$ cat config.mk
export PLATFORM = sky130hd
export DESIGN_NAME = sdh_xfer_ctrl
export DESIGN_NICKNAME = d
export VERILOG_FILES = /design/src/sdh_pkg.sv /design/src/sdh_fifo.sv /design/src/sdh_xfer_ctrl.sv
export SDC_FILE = /design/constraint.sdc
export NUM_CORES = 1
export LEC_CHECK = 0
export BUFFER_PORTS_ARGS = -buffer_cell sky130_fd_sc_hd__buf_2
export CORE_MARGIN = 10
export CORE_UTILIZATION = 58
export CTS_CLUSTER_DIAMETER = 150
export DETAILED_ROUTE_END_ITERATION = 8
export MAX_ROUTING_LAYER = met4
export PLACE_DENSITY_LB_ADDON = 0.3
export RECOVER_POWER = 25
export REMOVE_ABC_BUFFERS = 1
export SETUP_SLACK_MARGIN = 0.1
export SLEW_MARGIN = 40
export SYNTH_ARGS = -nofsm -noshare
export SYNTH_HDL_FRONTEND = slang
export SYNTH_HIERARCHICAL = 1
export SYNTH_SLANG_ARGS = --single-unit
$ cat constraint.sdc
create_clock -name aclk -period 7.15 [get_ports aclk]
set_clock_uncertainty 0.1 [all_clocks]
set_input_delay 0.715 -clock aclk [delete_from_list [all_inputs] [get_ports aclk]]
set_output_delay 0.715 -clock aclk [all_outputs]
set_load 0.05 [all_outputs]
$ cat src/sdh_pkg.sv
// Package with register map, field positions, timing and state types.
// Behaviour
// - Command byte write issues command; DMA starts only with data-present and DMA-enable bits set.
// - Writing 1 clears transfer and DMA-error flags.
// - Card clock runs for abort; data stays halted.
// - Data-path reset bits self-clear when done.
package sdh_pkg;

  // ---------------------------------------------------------------
  // Register offsets
  // ---------------------------------------------------------------
  localparam int unsigned ADDR_W = 6;
  localparam logic [5:0] OFS_DESC    = 6'h00;
  localparam logic [5:0] OFS_BLOCK   = 6'h04;
  localparam logic [5:0] OFS_ARG     = 6'h08;
  localparam logic [5:0] OFS_CMD     = 6'h0C;
  localparam logic [5:0] OFS_PRESENT = 6'h10;
  localparam logic [5:0] OFS_CTRL    = 6'h14;
  localparam logic [5:0] OFS_RESET   = 6'h18;
  localparam logic [5:0] OFS_STATUS  = 6'h1C;
  localparam logic [5:0] OFS_DATA    = 6'h20;
  localparam logic [5:0] OFS_RESP    = 6'h24;

  // ---------------------------------------------------------------
  // Field positions and reset values
  // ---------------------------------------------------------------
  localparam int XM_DMA_EN        = 0;
  localparam int XM_RESP_SUPPRESS = 8;
  localparam int CM_DATA_PRESENT  = 21;
  localparam int CM_INDEX_LSB     = 24;
  localparam int CTL_STOP_GAP     = 0;
  localparam int CTL_SPEED_LSB    = 8;
  localparam int RST_CMD          = 0;
  localparam int RST_DAT          = 1;
  localparam int RST_TRAN         = 2;
  localparam int ST_CMD_DONE      = 0;
  localparam int ST_XFER_DONE     = 1;
  localparam int ST_DMA_ERR       = 2;
  localparam logic [31:0] REG_RST = 32'h0000_0000;
  localparam logic [1:0] RESP_OKAY   = 2'h0;
  localparam logic [1:0] RESP_SLVERR = 2'h2;

  // ---------------------------------------------------------------
  // Timing
  // ---------------------------------------------------------------
  localparam int CLK_PERIOD_NS = 20;
  localparam int RST_TIME_NS   = 80;
  localparam int RST_CYC =
    (RST_TIME_NS + CLK_PERIOD_NS - 1) / CLK_PERIOD_NS;
  localparam int CARD_DIV      = 4;

  typedef enum logic [1:0] {
    SDH_DAT_IDLE = 2'b00,
    SDH_DAT_WAIT = 2'b01,
    SDH_DAT_RUN  = 2'b11
  } sdh_dat_state_t;

endpackage

$ cat src/sdh_fifo.sv
// Synchronous FIFO with valid/ready on both sides and a flush.
`timescale 1ns/10ps
module sdh_fifo #(
  parameter int WIDTH = 32,
  parameter int DEPTH = 16
) (
  input  wire logic                     aclk,
  input  wire logic                     aresetn,
  input  wire logic                     flush,
  input  wire logic                     in_valid,
  output logic                          in_ready,
  input  wire logic [WIDTH-1:0]         in_data,
  output logic                          out_valid,
  input  wire logic                     out_ready,
  output logic [WIDTH-1:0]              out_data,
  output logic [$clog2(DEPTH):0]        level
);
  localparam int AW = $clog2(DEPTH);

  logic [WIDTH-1:0] mem [DEPTH];
  logic [AW:0]      wr_q;
  logic [AW:0]      rd_q;
  wire              push = in_valid & in_ready;
  wire              pop  = out_valid & out_ready;

  assign level     = wr_q - rd_q;
  assign in_ready  = (level != DEPTH[AW:0]);
  assign out_valid = (wr_q != rd_q);
  assign out_data  = mem[rd_q[AW-1:0]];

  always_ff @(posedge aclk)
  begin
    if (!aresetn || flush)
    begin
      wr_q <= '0;
      rd_q <= '0;
    end
    else
    begin
      if (push)
        wr_q <= wr_q + 1'b1;
      if (pop)
        rd_q <= rd_q + 1'b1;
    end
  end

  always_ff @(posedge aclk)
  begin
    if (push)
      mem[wr_q[AW-1:0]] <= in_data;
  end
endmodule

$ cat src/sdh_xfer_ctrl.sv
// Transfer, abort and speed control with AXI4-Lite register slave.
`timescale 1ns/10ps
module sdh_xfer_ctrl #(
  parameter int FIFO_DEPTH = 16
) (
  input  wire logic        aclk,
  input  wire logic        aresetn,
  input  wire logic [5:0]  awaddr,
  input  wire logic        awvalid,
  output logic             awready,
  input  wire logic [31:0] wdata,
  input  wire logic [3:0]  wstrb,
  input  wire logic        wvalid,
  output logic             wready,
  output logic [1:0]       bresp,
  output logic             bvalid,
  input  wire logic        bready,
  input  wire logic [5:0]  araddr,
  input  wire logic        arvalid,
  output logic             arready,
  output logic [31:0]      rdata,
  output logic [1:0]       rresp,
  output logic             rvalid,
  input  wire logic        rready,
  output logic             card_clk,
  output logic             cmd_start,
  output logic [5:0]       cmd_index,
  output logic [31:0]      cmd_arg,
  output logic             dma_start,
  output logic [31:0]      dma_addr,
  output logic [31:0]      block_cfg,
  output logic [2:0]       speed_mode,
  output logic             rd_ready,
  input  wire logic        card_cmd_done,
  input  wire logic [31:0] card_resp,
  input  wire logic        card_block_gap,
  input  wire logic        card_xfer_done,
  input  wire logic        card_dma_err,
  input  wire logic        card_rd_valid,
  input  wire logic [31:0] card_rd_data
);

  // ---------------------------------------------------------------
  // Register storage and control state
  // ---------------------------------------------------------------
  logic [31:0] desc_q, blk_q, arg_q, cmd_q, ctrl_q, resp_q;
  logic [2:0]  st_q, st_d, sw_rst_q;
  logic [3:0]  rst_cnt_q;
  logic        cmd_busy_q;
  logic [1:0]  div_q;
  sdh_pkg::sdh_dat_state_t dat_q, dat_d;
  logic [5:0]  aw_q;
  logic [31:0] w_q;
  logic [3:0]  ws_q;
  logic        aw_full_q, w_full_q;
  logic [$clog2(FIFO_DEPTH):0] fifo_level;
  logic        fifo_in_ready, fifo_out_valid;
  logic [31:0] fifo_out_data;

  function automatic logic [31:0] merge(input logic [31:0] old,
                                        input logic [31:0] nw,
                                        input logic [3:0]  strb);
    logic [31:0] r;
    r = old;
    for (int i = 0; i < 4; i++)
      if (strb[i])
        r[8*i +: 8] = nw[8*i +: 8];
    return r;
  endfunction

  // ---------------------------------------------------------------
  // Write decode
  // ---------------------------------------------------------------
  wire wr_fire   = aw_full_q & w_full_q & ~bvalid;
  wire hit_desc  = aw_q == sdh_pkg::OFS_DESC;
  wire hit_blk   = aw_q == sdh_pkg::OFS_BLOCK;
  wire hit_arg   = aw_q == sdh_pkg::OFS_ARG;
  wire hit_cmd   = aw_q == sdh_pkg::OFS_CMD;
  wire hit_ctrl  = aw_q == sdh_pkg::OFS_CTRL;
  wire hit_rst   = aw_q == sdh_pkg::OFS_RESET;
  wire hit_st    = aw_q == sdh_pkg::OFS_STATUS;
  wire wr_ok     = hit_desc | hit_blk | hit_arg | hit_cmd | hit_ctrl
                 | hit_rst | hit_st | (aw_q == sdh_pkg::OFS_PRESENT)
                 | (aw_q == sdh_pkg::OFS_DATA)
                 | (aw_q == sdh_pkg::OFS_RESP);
  wire [31:0] cmd_new = merge(cmd_q, w_q, ws_q);
  // A command write while the command line is busy is dropped whole.
  wire issue     = wr_fire & hit_cmd & ws_q[3] & ~cmd_busy_q;
  wire issue_dat = issue & cmd_new[sdh_pkg::CM_DATA_PRESENT];
  wire rst_wr    = wr_fire & hit_rst & ws_q[0];
  wire [2:0] rst_set = rst_wr ? w_q[2:0] : 3'h0;
  wire [2:0] st_clr  = (wr_fire & hit_st & ws_q[0]) ? w_q[2:0] : 3'h0;
  wire dat_flush = sw_rst_q[sdh_pkg::RST_DAT] | sw_rst_q[sdh_pkg::RST_TRAN];
  wire cmd_flush = sw_rst_q[sdh_pkg::RST_CMD];

  // ---------------------------------------------------------------
  // Events
  // ---------------------------------------------------------------
  wire dat_run   = dat_q == sdh_pkg::SDH_DAT_RUN;
  wire stop_gap  = ctrl_q[sdh_pkg::CTL_STOP_GAP];
  wire cmd_evt   = cmd_busy_q & card_cmd_done
                 & ~cmd_q[sdh_pkg::XM_RESP_SUPPRESS];
  wire xfer_evt  = dat_run & ~dat_flush
                 & (card_xfer_done | (card_block_gap & stop_gap));
  wire dma_evt   = card_dma_err & (dat_q != sdh_pkg::SDH_DAT_IDLE);

  // Set wins over a same-cycle clear.
  assign st_d = (st_q & ~st_clr) | {dma_evt, xfer_evt, cmd_evt};

  // ---------------------------------------------------------------
  // Data path state
  // ---------------------------------------------------------------
  always_comb
  begin
    dat_d = dat_q;
    unique case (dat_q)
      sdh_pkg::SDH_DAT_IDLE:
        if (issue_dat)
          dat_d = sdh_pkg::SDH_DAT_WAIT;
      sdh_pkg::SDH_DAT_WAIT:
        if (card_cmd_done)
          dat_d = sdh_pkg::SDH_DAT_RUN;
      sdh_pkg::SDH_DAT_RUN:
        if (xfer_evt || dma_evt)
          dat_d = sdh_pkg::SDH_DAT_IDLE;
      default:
        dat_d = sdh_pkg::SDH_DAT_IDLE;
    endcase
    if (dat_flush)
      dat_d = sdh_pkg::SDH_DAT_IDLE;
  end

  // ---------------------------------------------------------------
  // Card clock and read flow
  // ---------------------------------------------------------------
  wire tick    = div_q == 2'(sdh_pkg::CARD_DIV - 1);
  // A full buffer halts a read by stopping the clock, but a pending
  // command keeps it running so an abort can still go out.
  wire clk_run = cmd_busy_q | (dat_run & fifo_in_ready);
  wire push    = card_rd_valid & rd_ready;

  // ---------------------------------------------------------------
  // Read decode
  // ---------------------------------------------------------------
  wire ar_fire  = arvalid & arready;
  wire rd_data  = araddr == sdh_pkg::OFS_DATA;
  wire pop      = ar_fire & rd_data & fifo_out_valid;
  wire [31:0] present = {16'h0000, 2'h0, 6'(fifo_level),
                         6'h00, dat_q != sdh_pkg::SDH_DAT_IDLE,
                         cmd_busy_q};
  wire rd_hit = (araddr == sdh_pkg::OFS_DESC)
              | (araddr == sdh_pkg::OFS_BLOCK)
              | (araddr == sdh_pkg::OFS_ARG)
              | (araddr == sdh_pkg::OFS_CMD)
              | (araddr == sdh_pkg::OFS_PRESENT)
              | (araddr == sdh_pkg::OFS_CTRL)
              | (araddr == sdh_pkg::OFS_RESET)
              | (araddr == sdh_pkg::OFS_STATUS)
              | rd_data | (araddr == sdh_pkg::OFS_RESP);
  wire [31:0] rd_mux =
      (araddr == sdh_pkg::OFS_DESC)    ? desc_q :
      (araddr == sdh_pkg::OFS_BLOCK)   ? blk_q :
      (araddr == sdh_pkg::OFS_ARG)     ? arg_q :
      (araddr == sdh_pkg::OFS_CMD)     ? cmd_q :
      (araddr == sdh_pkg::OFS_PRESENT) ? present :
      (araddr == sdh_pkg::OFS_CTRL)    ? ctrl_q :
      (araddr == sdh_pkg::OFS_RESET)   ? {29'h0, sw_rst_q} :
      (araddr == sdh_pkg::OFS_STATUS)  ? {29'h0, st_q} :
      (rd_data & fifo_out_valid)       ? fifo_out_data :
      (araddr == sdh_pkg::OFS_RESP)    ? resp_q : 32'h0000_0000;

  // ---------------------------------------------------------------
  // AXI4-Lite handshakes
  // ---------------------------------------------------------------
  always_ff @(posedge aclk)
  begin
    if (!aresetn)
    begin
      awready <= 1'b1;
      wready <= 1'b1;
      aw_full_q <= 1'b0;
      w_full_q <= 1'b0;
      bvalid <= 1'b0;
      bresp <= sdh_pkg::RESP_OKAY;
      arready <= 1'b1;
      rvalid <= 1'b0;
      rresp <= sdh_pkg::RESP_OKAY;
      rdata <= sdh_pkg::REG_RST;
      aw_q <= 6'h00;
      w_q <= sdh_pkg::REG_RST;
      ws_q <= 4'h0;
    end
    else
    begin
      if (awvalid && awready)
      begin
        aw_q <= awaddr;
        aw_full_q <= 1'b1;
        awready <= 1'b0;
      end
      if (wvalid && wready)
      begin
        w_q <= wdata;
        ws_q <= wstrb;
        w_full_q <= 1'b1;
        wready <= 1'b0;
      end
      if (wr_fire)
      begin
        bvalid <= 1'b1;
        bresp <= wr_ok ? sdh_pkg::RESP_OKAY : sdh_pkg::RESP_SLVERR;
      end
      if (bvalid && bready)
      begin
        bvalid <= 1'b0;
        aw_full_q <= 1'b0;
        w_full_q <= 1'b0;
        awready <= 1'b1;
        wready <= 1'b1;
      end
      if (ar_fire)
      begin
        arready <= 1'b0;
        rvalid <= 1'b1;
        rdata <= rd_mux;
        rresp <= rd_hit ? sdh_pkg::RESP_OKAY : sdh_pkg::RESP_SLVERR;
      end
      if (rvalid && rready)
      begin
        rvalid <= 1'b0;
        arready <= 1'b1;
      end
    end
  end

  // ---------------------------------------------------------------
  // Registers, status and resets
  // ---------------------------------------------------------------
  always_ff @(posedge aclk)
  begin
    if (!aresetn)
    begin
      desc_q <= sdh_pkg::REG_RST;
      blk_q <= sdh_pkg::REG_RST;
      arg_q <= sdh_pkg::REG_RST;
      cmd_q <= sdh_pkg::REG_RST;
      ctrl_q <= sdh_pkg::REG_RST;
      resp_q <= sdh_pkg::REG_RST;
      st_q <= 3'h0;
      sw_rst_q <= 3'h0;
      rst_cnt_q <= 4'h0;
    end
    else
    begin
      if (wr_fire && hit_desc)
        desc_q <= merge(desc_q, w_q, ws_q);
      if (wr_fire && hit_blk)
        blk_q <= merge(blk_q, w_q, ws_q);
      if (wr_fire && hit_arg)
        arg_q <= merge(arg_q, w_q, ws_q);
      if (wr_fire && hit_cmd && !cmd_busy_q)
        cmd_q <= cmd_new;
      if (wr_fire && hit_ctrl)
        ctrl_q <= merge(ctrl_q, w_q, ws_q);
      if (card_cmd_done && cmd_busy_q)
        resp_q <= card_resp;
      st_q <= st_d;
      // Reset bits hold for a fixed time, then clear themselves.
      if (rst_set != 3'h0)
      begin
        sw_rst_q <= sw_rst_q | rst_set;
        rst_cnt_q <= 4'(sdh_pkg::RST_CYC);
      end
      else if (rst_cnt_q == 4'h1)
      begin
        sw_rst_q <= 3'h0;
        rst_cnt_q <= 4'h0;
      end
      else if (rst_cnt_q != 4'h0)
        rst_cnt_q <= rst_cnt_q - 4'h1;
    end
  end

  // ---------------------------------------------------------------
  // Command issue, DMA start, card clock
  // ---------------------------------------------------------------
  always_ff @(posedge aclk)
  begin
    if (!aresetn)
    begin
      cmd_busy_q <= 1'b0;
      cmd_start <= 1'b0;
      dma_start <= 1'b0;
      cmd_index <= 6'h00;
      cmd_arg <= sdh_pkg::REG_RST;
      dma_addr <= sdh_pkg::REG_RST;
      block_cfg <= sdh_pkg::REG_RST;
      speed_mode <= 3'h0;
      dat_q <= sdh_pkg::SDH_DAT_IDLE;
      div_q <= 2'h0;
      card_clk <= 1'b0;
      rd_ready <= 1'b0;
    end
    else
    begin
      cmd_start <= issue;
      dma_start <= issue_dat & cmd_new[sdh_pkg::XM_DMA_EN];
      if (issue)
      begin
        cmd_busy_q <= 1'b1;
        cmd_index <= cmd_new[sdh_pkg::CM_INDEX_LSB +: 6];
        cmd_arg <= arg_q;
        dma_addr <= desc_q;
        block_cfg <= blk_q;
      end
      else if (card_cmd_done || cmd_flush)
        cmd_busy_q <= 1'b0;
      speed_mode <= ctrl_q[sdh_pkg::CTL_SPEED_LSB +: 3];
      dat_q <= dat_d;
      div_q <= tick ? 2'h0 : div_q + 2'h1;
      if (tick && clk_run)
        card_clk <= ~card_clk;
      rd_ready <= (dat_d == sdh_pkg::SDH_DAT_RUN) & fifo_in_ready
                & (fifo_level < ($clog2(FIFO_DEPTH)+1)'(FIFO_DEPTH - 1));
    end
  end

  sdh_fifo #(
    .WIDTH (32),
    .DEPTH (FIFO_DEPTH)
  ) u_fifo (
    .aclk      (aclk),
    .aresetn   (aresetn),
    .flush     (dat_flush),
    .in_valid  (push),
    .in_ready  (fifo_in_ready),
    .in_data   (card_rd_data),
    .out_valid (fifo_out_valid),
    .out_ready (pop),
    .out_data  (fifo_out_data),
    .level     (fifo_level)
  );
endmodule

* After elaboration in Yosys (flattened, before gate mapping)
Memories as Yosys holds them, arrays and structs flattened. A register that Yosys moved wholly into a read port is not among the register bits.
Index checks and enable logic that the tools add are counted.
** Storage, ports and cells
- Memory bits (writable) :: 512
- Output and inout port bits :: 150
- ROM bits :: 0
- Flip-flop bits (word level) :: 411
- Bits in latches :: 0
- Memories :: 1
** Memories
- u_fifo.mem :: words 16, bits a word 32, read ports 1, clocked after Yosys merged registers in 1, write ports 1, line sdh_fifo.sv:20 : logic [WIDTH-1:0] mem [DEPTH];
** Operators by class
- Reduce and logical (&&, ||, !) cells :: 50
- Bitwise gates (word level) :: 58
- Add/subtract/negate cells :: 5
- Multiply operators :: 0
- Mux-type cells :: 33
- Divide/modulo/power cells :: 0
- Order comparisons :: 1
- Equal/unequal tests :: 25
- Shifts and indexed selects :: 0
** Operators with widths (count)
- 32-bit two-way mux :: 10
- 6-bit by 5-bit == test with 1-bit output, second input constant :: 8
- 2-bit AND reduction :: 20
- 1-bit bitwise AND :: 27
- 6-bit by 4-bit == test with 1-bit output, second input constant :: 4
- 6-bit == test, second input constant :: 4
- 3-bit two-way mux :: 7
- 1-bit bitwise OR :: 21
- 6-bit by 3-bit == test with 1-bit output, second input constant :: 2
- 1-bit logical AND :: 12
- 6-bit zero test :: 2
- 2-bit two-way mux :: 6
- 6-bit two-way mux :: 2
- 5-bit by 1-bit adder with 5-bit output, second input constant :: 2
- 4-bit two-way mux :: 2
- 2-bit == test, second input constant :: 3
- 1-bit NOT :: 6
- 3-bit bitwise OR :: 2
- 2-bit case mux with 3 select lines :: 1
- 2-bit nonzero test :: 3
- 3-bit nonzero test :: 2
- 2-bit OR reduction :: 3
- 5-bit by 4-bit < comparator with 1-bit output, second input constant :: 1
- 1-bit two-way mux :: 5
- other kinds (14) :: 17

* Longest topological paths before layout
Gate-level depths: netlist of run 1.
- Depth after elaboration :: 12
- Depth in mapped cells :: 12

* Modules after synthesis
The synthesis of run 1 kept the hierarchy.
** By module, submodules not included
- sdh_fifo :: seq. area each 15655.0 um2, cells an instance 816, instances 1, area each 20328.2 um2
- sdh_xfer_ctrl :: seq. area each 7987.7 um2, cells an instance 1850, instances 1, area each 15481.1 um2

* Worst setup path before layout of run 1
No wires, ideal clock.
- Path kind :: reg2reg
- From :: register u_fifo.wr_q[0]
- To :: memory u_fifo.mem[11][0] (enable)
- Slack :: 2.467 ns
- Data required time :: 6.582 ns
- Setup time :: 0.468 ns
- Data arrival time :: 4.115 ns
- Stages on the path, launching flop included :: 10
- Clock period less this slack :: 4.683 ns
- Cells stage by stage :: dfxtp_1 inv_1 ha_1 inv_1 fa_1 xor2_1 nor3_1 o2111ai_2 nand3_1 nor3b_1
** On the way
- Longest elaborated chain between the ends :: 5
** Ends and longest elaborated chain
- start: declaration :: line sdh_fifo.sv:21 : logic [AW:0] wr_q;
- start signal: assignment :: line sdh_fifo.sv:41 : wr_q <= wr_q + 1'b1;
- 5-bit subtractor :: line sdh_fifo.sv:26 : assign level = wr_q - rd_q;
- named net fifo_level[2] :: line sdh_xfer_ctrl.sv:56 : logic [$clog2(FIFO_DEPTH):0] fifo_level;
- 5-bit inequality test :: line sdh_fifo.sv:27 : assign in_ready = (level != DEPTH[AW:0]);
- named net fifo_in_ready :: line sdh_xfer_ctrl.sv:57 : logic fifo_in_ready, fifo_out_valid;
- 1-bit bitwise AND :: line sdh_fifo.sv:23 : wire push = in_valid & in_ready;
- 1-bit two-way mux :: line sdh_fifo.sv:49 : if (push)
- 1-bit two-way mux (implied by the code) :: line sdh_fifo.sv:50 : mem[wr_q[AW-1:0]] <= in_data;
- end: declaration :: line sdh_fifo.sv:20
The timed path passes the listed nets, and every way through them passes these cells.

* Worst setup path after layout of run 1
- From :: register u_fifo.wr_q[0]
- To :: memory u_fifo.mem[1][24] (enable)
The elaborated chain is that of the path after synthesis.

==> results of run 1 <==
[cell usage after synthesis (11+ instances only)]
master | number | share of area (%)
a21oi_1 | 189 | 2.6
a221oi_1 | 32 | 0.78
a22oi_1 | 58 | 1.2
and2_1 | 12 | 0.21
and3_1 | 42 | 0.73
buf_1 | 23 | 0.24
buf_2 | 22 | 0.31
buf_6 | 15 | 0.47
clkbuf_1 | 114 | 1.2
dfxtp_1 | 413 | 23
edfxtp_1 | 512 | 43
ha_1 | 12 | 0.42
inv_1 | 20 | 0.21
mux2i_1 | 13 | 0.36
mux4_1 | 50 | 3.7
mux4_2 | 110 | 6.9
nand2_1 | 397 | 4.2
nand3_1 | 194 | 2.7
nor2_1 | 41 | 0.43
nor2b_1 | 11 | 0.19
o21ai_0 | 195 | 2.7
o221ai_1 | 24 | 0.59
o22ai_1 | 29 | 0.51
[through the flow]
stage / total power (W) / cell area (µm²) / util (%)
floorplan: 0.00597 / 34900 / -
global placement: 0.00614 / 37500 / 61.2
detailed placement: 0.00616 / 37600 / 61.3
CTS: 0.0108 / 40600 / 66.1
global route: 0.0111 / 40600 / 66.2
finish: 0.0108 / 40600 / 66.2
[metal layers]
metal	vias up	track usage, %	part of all wire, %	wire (µm)
li1	10600	-	-	-
met1	12100	35.6	39	38600
met2	1304	44.4	49	48800
met3	183	5.27	9.6	9540
met4	0	8.44	2.5	2470
met5	-	-	0	0
[cell families after synthesis]
logic type               Yosys count
AO/OA/AOI/OAI                    576
other                              1
XOR/XNOR                           8
adder cells (fa/ha/maj)           13
AND/OR/NAND/NOR                  752
buffers and inverters            209
multiplexers                     182
flip-flops                       925
[worst max-delay path by stage]
stage,cells past startpoint,start,end
after floorplan,5,flip-flop,rdata[2]
after global placement,5,araddr[3],rdata[6]
after detailed placement,6,flip-flop,rdata[0]
after CTS,6,flip-flop,rdata[0]
after global routing,6,flip-flop,rdata[1]
final,10,u_fifo/wr_q[0],u_fifo/mem[1][24]
[sequential cells by signal, indices dropped and copies added, names as in the netlist, 32 cells and up, named ones only]
signal	cells
arg_q	32
cmd_arg	32
block_cfg	32
desc_q	32
blk_q	32
w_q	32
dma_addr	32
ctrl_q	32
cmd_q	32
resp_q	32
rdata	32
u_fifo/mem	512
[worst min-delay path, stage by stage]
cell	delay, ps
buf_2	90
nand2_1	50
a21oi_1	50
[power groups by stage]
stage	Combinational (W)	Sequential [W]	Clock, W
3_5_place_dp	0.000374	0.00579	0
4_1_cts	0.000375	0.00567	0.00477
5_1_grt	0.000410	0.00568	0.00499
3_3_place_gp	0.000357	0.00579	0
6_report	0.000380	0.00568	0.00473
2_1_floorplan	0.000142	0.00583	0
[area by class of cell]
type | instances | area share [%]
diodes | 10 | 0.0616
clock buffers | 128 | 6.17
clock inverters | 39 | 1.09
inverters | 20 | 0.197
multi-input cells | 1533 | 27.6
flip-flops and latches | 925 | 58.2
well taps | 790 | 2.43
repair buffers | 309 | 4.23
==> run_results.csv, run 1 <==
group,metric,value,unit
die,ios,274,
clock_tree,htreeDepth,3,
global_routing,antenna_found_initial,9,
drt,routed_wl,99400,µm
clock_tree,cts_setup_buffers,0,
timing,finalHoldViolCount,0,
setup_path,start_kind,"flip-flop",
power_and_ir_drop,power.density,265,nW/µm²
synthesis,synthCells,2666,
cells_and_area,fillers,4221,
clock_tree,cts_root_buffer,"clkbuf_16",
timing,hold_slack,193,ps
power_and_ir_drop,p_int,0.00842,W
cells_and_area,final_common_cell,"edfxtp_1",
setup_path,crit_fanout,32,
clock_tree,cts_max_path_buffers,3,
synthesis,yosysSeqAreaShare,66.0,%
setup_path,max_stage_delay,590,ps
synthesis,synth-seq-cells,925,
timing,slew_headroom,42.4,%
timing,setup_slack,3500,ps
global_routing,grt_pass1_wl,147000,µm
placement,dpl.hpwl,60000,µm
synthesis,synth-compound-area-share,9.54,%
setup_path,crit_path_end_kind,"flip-flop",
cells_and_area,seqCellArea,23700,µm²
synthesis,synth_top_family_by_area,"multiplexers",
cells_and_area,layout_common_cells,"512 x edfxtp_1, 410 x dfxtp_1, 396 x nand2_1, 241 x buf_2, 195 x o21ai_0",
synthesis,netlist_area,35800,µm²
drt,wl_per_cell,26.5,µm
setup_path,cp.required,7340,ps
clock_tree,cts.sinks,925,
setup_path,r2r-start,"u_fifo/wr_q[0]",
global_routing,grt_use_total,27.7,%
cells_and_area,final_nets,3016,
drt,route.detailed.drc,0,
cells_and_area,final_cells,3754,
drt,drt_iter0_markers,3120,
power_and_ir_drop,p_seq_share,52.6,%
setup_path,rr_worst_depth,10,
clock_tree,cts_buffers,90,
die,core_area,61400,µm²
synthesis,async_flop_share,0,%
power_and_ir_drop,p_sw,0.00236,W
timing,tightest_slew,862,ps
clock_tree,postCtsResizedCells,0,
setup_path,crit_chain,"inv_1 > ha_1 > inv_1 > fa_1 > xor2_1 > nor3_1 > o2111ai_2 > and2_1 > and3_1 > buf_4",
global_routing,grt_max_degree,190,
power_and_ir_drop,combPwrFrac,3.5,%
placement,portBuffers,271,
power_and_ir_drop,p_leak,13.6,nW
clock_tree,clkTransAtPathRegs,60,ps
hold_path,min_to,"resp_q[24]",
synthesis,ys_types,75,
placement,placed_cells,3575,
cells_and_area,syn_to_final_growth,13.5,%
setup_path,slowest_stage,"buf_4",
setup_path,cp_common_cell,"inv_1",
timing,fmax,274,MHz
power_and_ir_drop,clock_power_share,43.8,%
die,dieHeight,268,µm
die,placementRows,91,
cells_and_area,multi_input_area,11200,µm²
synthesis,synth_fa_ha_area_share,0.475,%
setup_path,cp_top_family,"buffers and inverters",
setup_path,cp.arrival,3840,ps
synthesis,avgSynthCellArea,13.4,µm²
synthesis,synth_edf_count,512,
power_and_ir_drop,switching_share,21.9,%
drt,postRouteAntennaNets,0,
hold_path,hold_class,"input pin to flip-flop",
placement,preCtsSetupSlack,3510,ps
setup_path,r2r-end,"u_fifo/mem[1][24]",
die,floorplan.die_area,72100,µm²
setup_path,crit_type,"flip-flop to flip-flop",
outcome,outcome,"finished, final reports clean",
setup_path,ff2ff_setup_slack,3500,ps
synthesis,synth-xor-area-share,0.196,%
setup_path,cp.buffers_inverters,3,
synthesis,yosys_warnings,6,
timing,finalMaxSlewViolations,0,
timing,finalCritPeriodShare,51.1,%
placement,gp_congestion,0.908,
synthesis,synth.mux.area_fraction,11.2,%
die,initial_core_util,58.3,%
power_and_ir_drop,vdd_drop_max,0.185,mV
clock_tree,cts_tree,"yes",
drt,drtPass1Iterations,6,
global_routing,first_global_vias,23300,
drt,num_vias,24200,
timing,fin_crit,3650,ps
clock_tree,hold_buffers,0,
clock_tree,clk_latency,660,ps
run,drv_cap,0,
timing,setup_tns,0,ps
cells_and_area,drive_above_1_share,19.2,%
die,die_x,268,µm
synthesis,ys.flop_type,"edfxtp_1",
synthesis,synthSimpleGateAreaFrac,9.69,%
hold_path,hold_start,"card_resp[24]",
drt,vias_per_cell,6.44,
timing,finalSetupViolations,0,
global_routing,grt_overflow,0,
hold_path,holdPathStages,3,
timing,rsz0062_at_grt,"false",
(Power assumes the default switching activity.)
==> inputs of run 2 (changes only) <==
Settings changed: CORE_UTILIZATION 58 to 54.
Clock period 7.15 ns to 2.9 ns, I/O delays scaled along.
==> run_results.csv, run 2 (synthesis gave the netlist of run 1 again) <==
group,metric,value,unit
outcome,outcome,"finished, final reports clean",
global_routing,grt_use_total,25.7,%
die,placementRows,94,
timing,setup_slack,71.8,ps
drt,postRouteAntennaNets,0,
setup_path,cp.arrival,3270,ps
placement,dpl.hpwl,61900,µm
timing,finalCritPeriodShare,97.5,%
die,dieHeight,278,µm
setup_path,rr_worst_depth,8,
cells_and_area,final_cells,4024,
timing,fin_crit,2830,ps
drt,num_vias,25200,
drt,routed_wl,103000,µm
setup_path,slowest_stage,"mux4_1",
cells_and_area,fillers,4564,
global_routing,grt_pass1_wl,150000,µm
power_and_ir_drop,vdd_drop_max,0.405,mV
timing,tightest_slew,858,ps
hold_path,min_to,"rdata[10]",
placement,portBuffers,271,
cells_and_area,syn_to_final_growth,20.2,%
setup_path,cp.buffers_inverters,3,
setup_path,max_stage_delay,640,ps
die,floorplan.die_area,77000,µm²
timing,fmax,354,MHz
cells_and_area,final_common_cell,"edfxtp_1",
setup_path,r2r-end,"rdata[29]",
drt,vias_per_cell,6.27,
power_and_ir_drop,power.density,615,nW/µm²
setup_path,crit_type,"flip-flop to flip-flop",
setup_path,crit_fanout,20,
timing,setup_tns,0,ps
setup_path,start_kind,"flip-flop",
placement,gp_congestion,0.903,
clock_tree,clk_latency,670,ps
placement,preCtsSetupSlack,0.146,ps
cells_and_area,layout_common_cells,"512 x edfxtp_1, 408 x dfxtp_1, 396 x nand2_1, 242 x buf_2, 195 x o21ai_0",
timing,finalSetupViolations,0,
drt,drt_iter0_markers,2926,
clock_tree,htreeDepth,3,
cells_and_area,final_nets,3214,
setup_path,cp.required,3340,ps
global_routing,grt_max_degree,136,
timing,slew_headroom,42.7,%
placement,placed_cells,3702,
timing,finalHoldViolCount,0,
global_routing,antenna_found_initial,9,
setup_path,crit_chain,"buf_12 > buf_4 > clkbuf_16 > mux4_1 > mux4_2 > a22oi_1 > and3_1 > o22ai_1",
clock_tree,cts_tree,"yes",
setup_path,ff2ff_setup_slack,70,ps
cells_and_area,seqCellArea,23700,µm²
global_routing,first_global_vias,24500,
run,drv_cap,0,
cells_and_area,final_util,65.5,%
power_and_ir_drop,p_leak,14.6,nW
hold_path,hold_class,"input pin to flip-flop",
drt,drtPass1Iterations,9,
global_routing,grt_overflow,0,
die,ios,274,
cells_and_area,multi_input_area,11300,µm²
die,initial_core_util,54.5,%
die,core_area,65700,µm²
timing,finalMaxSlewViolations,0,
hold_path,holdPathStages,5,
cells_and_area,drive_above_1_share,20.9,%
die,die_x,278,µm
timing,rsz0062_at_grt,"false",
clock_tree,cts.sinks,925,
cells_and_area,largest_reg_flops,512,
clock_tree,clkTransAtPathRegs,60,ps
drt,wl_per_cell,25.5,µm
drt,route.detailed.drc,0,
setup_path,cp_top_family,"multiplexers",
clock_tree,cts_root_buffer,"clkbuf_16",
clock_tree,cts_max_path_buffers,3,
setup_path,crit_path_end_kind,"flip-flop",
clock_tree,cts_buffers,90,
hold_path,hold_start,"araddr[4]",
-- run 2: power breakdown --
part | leakage [nW] | total, W | switching (W) | internal (W)
clock | 1.41 | 0.0114 | 0.00503 | 0.00636
combinational | 5.26 | 0.00110 | 0.000726 | 0.000370
sequential | 7.94 | 0.0140 | 0.0000854 | 0.0139
-- run 2: layer usage --
layer / global-route usage [%] / vias to the layer above / wire length (µm)
li1: - / 11000 / -
met1: 32.7 / 12600 / 39700
met2: 41.6 / 1416 / 50800
met3: 4.13 / 223 / 8740
met4: 8.66 / 0 / 3280
met5: - / - / 0
-- run 2: area by class of cell --
| type | instances | share of cell area (%) |
|---|---|---|
| Antenna cell | 9 | 0.0523 |
| Clock buffer | 120 | 5.80 |
| Clock inverter | 46 | 0.898 |
| Inverter | 20 | 0.203 |
| Multi-Input combinational cell | 1534 | 26.2 |
| Sequential cell | 925 | 55.0 |
| Tap cell | 864 | 2.51 |
| Timing Repair Buffer | 506 | 9.38 |
-- run 2: worst max-delay path by stage --
stage                               to  slack, ps  cells past startpoint
global placement    u_fifo/mem[14][31]         30                     10
detailed placement   u_fifo/mem[1][24]        0.1                     10
floorplan                     rdata[2]      -3800                      5
CTS                           rdata[2]         90                      6
finish                       rdata[29]         70                      8
global route                 rdata[29]         60                      8
-- run 2: per-stage QoR --
step                      total power [W]  cell area (µm²)  hold slack [ps]
after global placement             0.0152            38500              315
after detailed placement           0.0152            38500              325
after CTS                          0.0266            42700             74.4
after floorplan                    0.0147            34900              289
after global routing               0.0272            43000              161
final                              0.0265            43000              129
-- run 2: repair_timing --
action	in CTS	in global routing
cloned	1	9
hold buffers	126	0
resized for setup	10	23
endpoints found under the setup margin	419	463
hold endpoints to repair	613	0
setup buffers	2	9
pin swaps	2	5
-- run 2: worst min-delay path, delay by kind of cell --
kind | cells | cell delay [ps]
AO/OA/AOI/OAI | 2 | 160
AND/OR/NAND/NOR | 2 | 200
buffers and inverters | 1 | 180
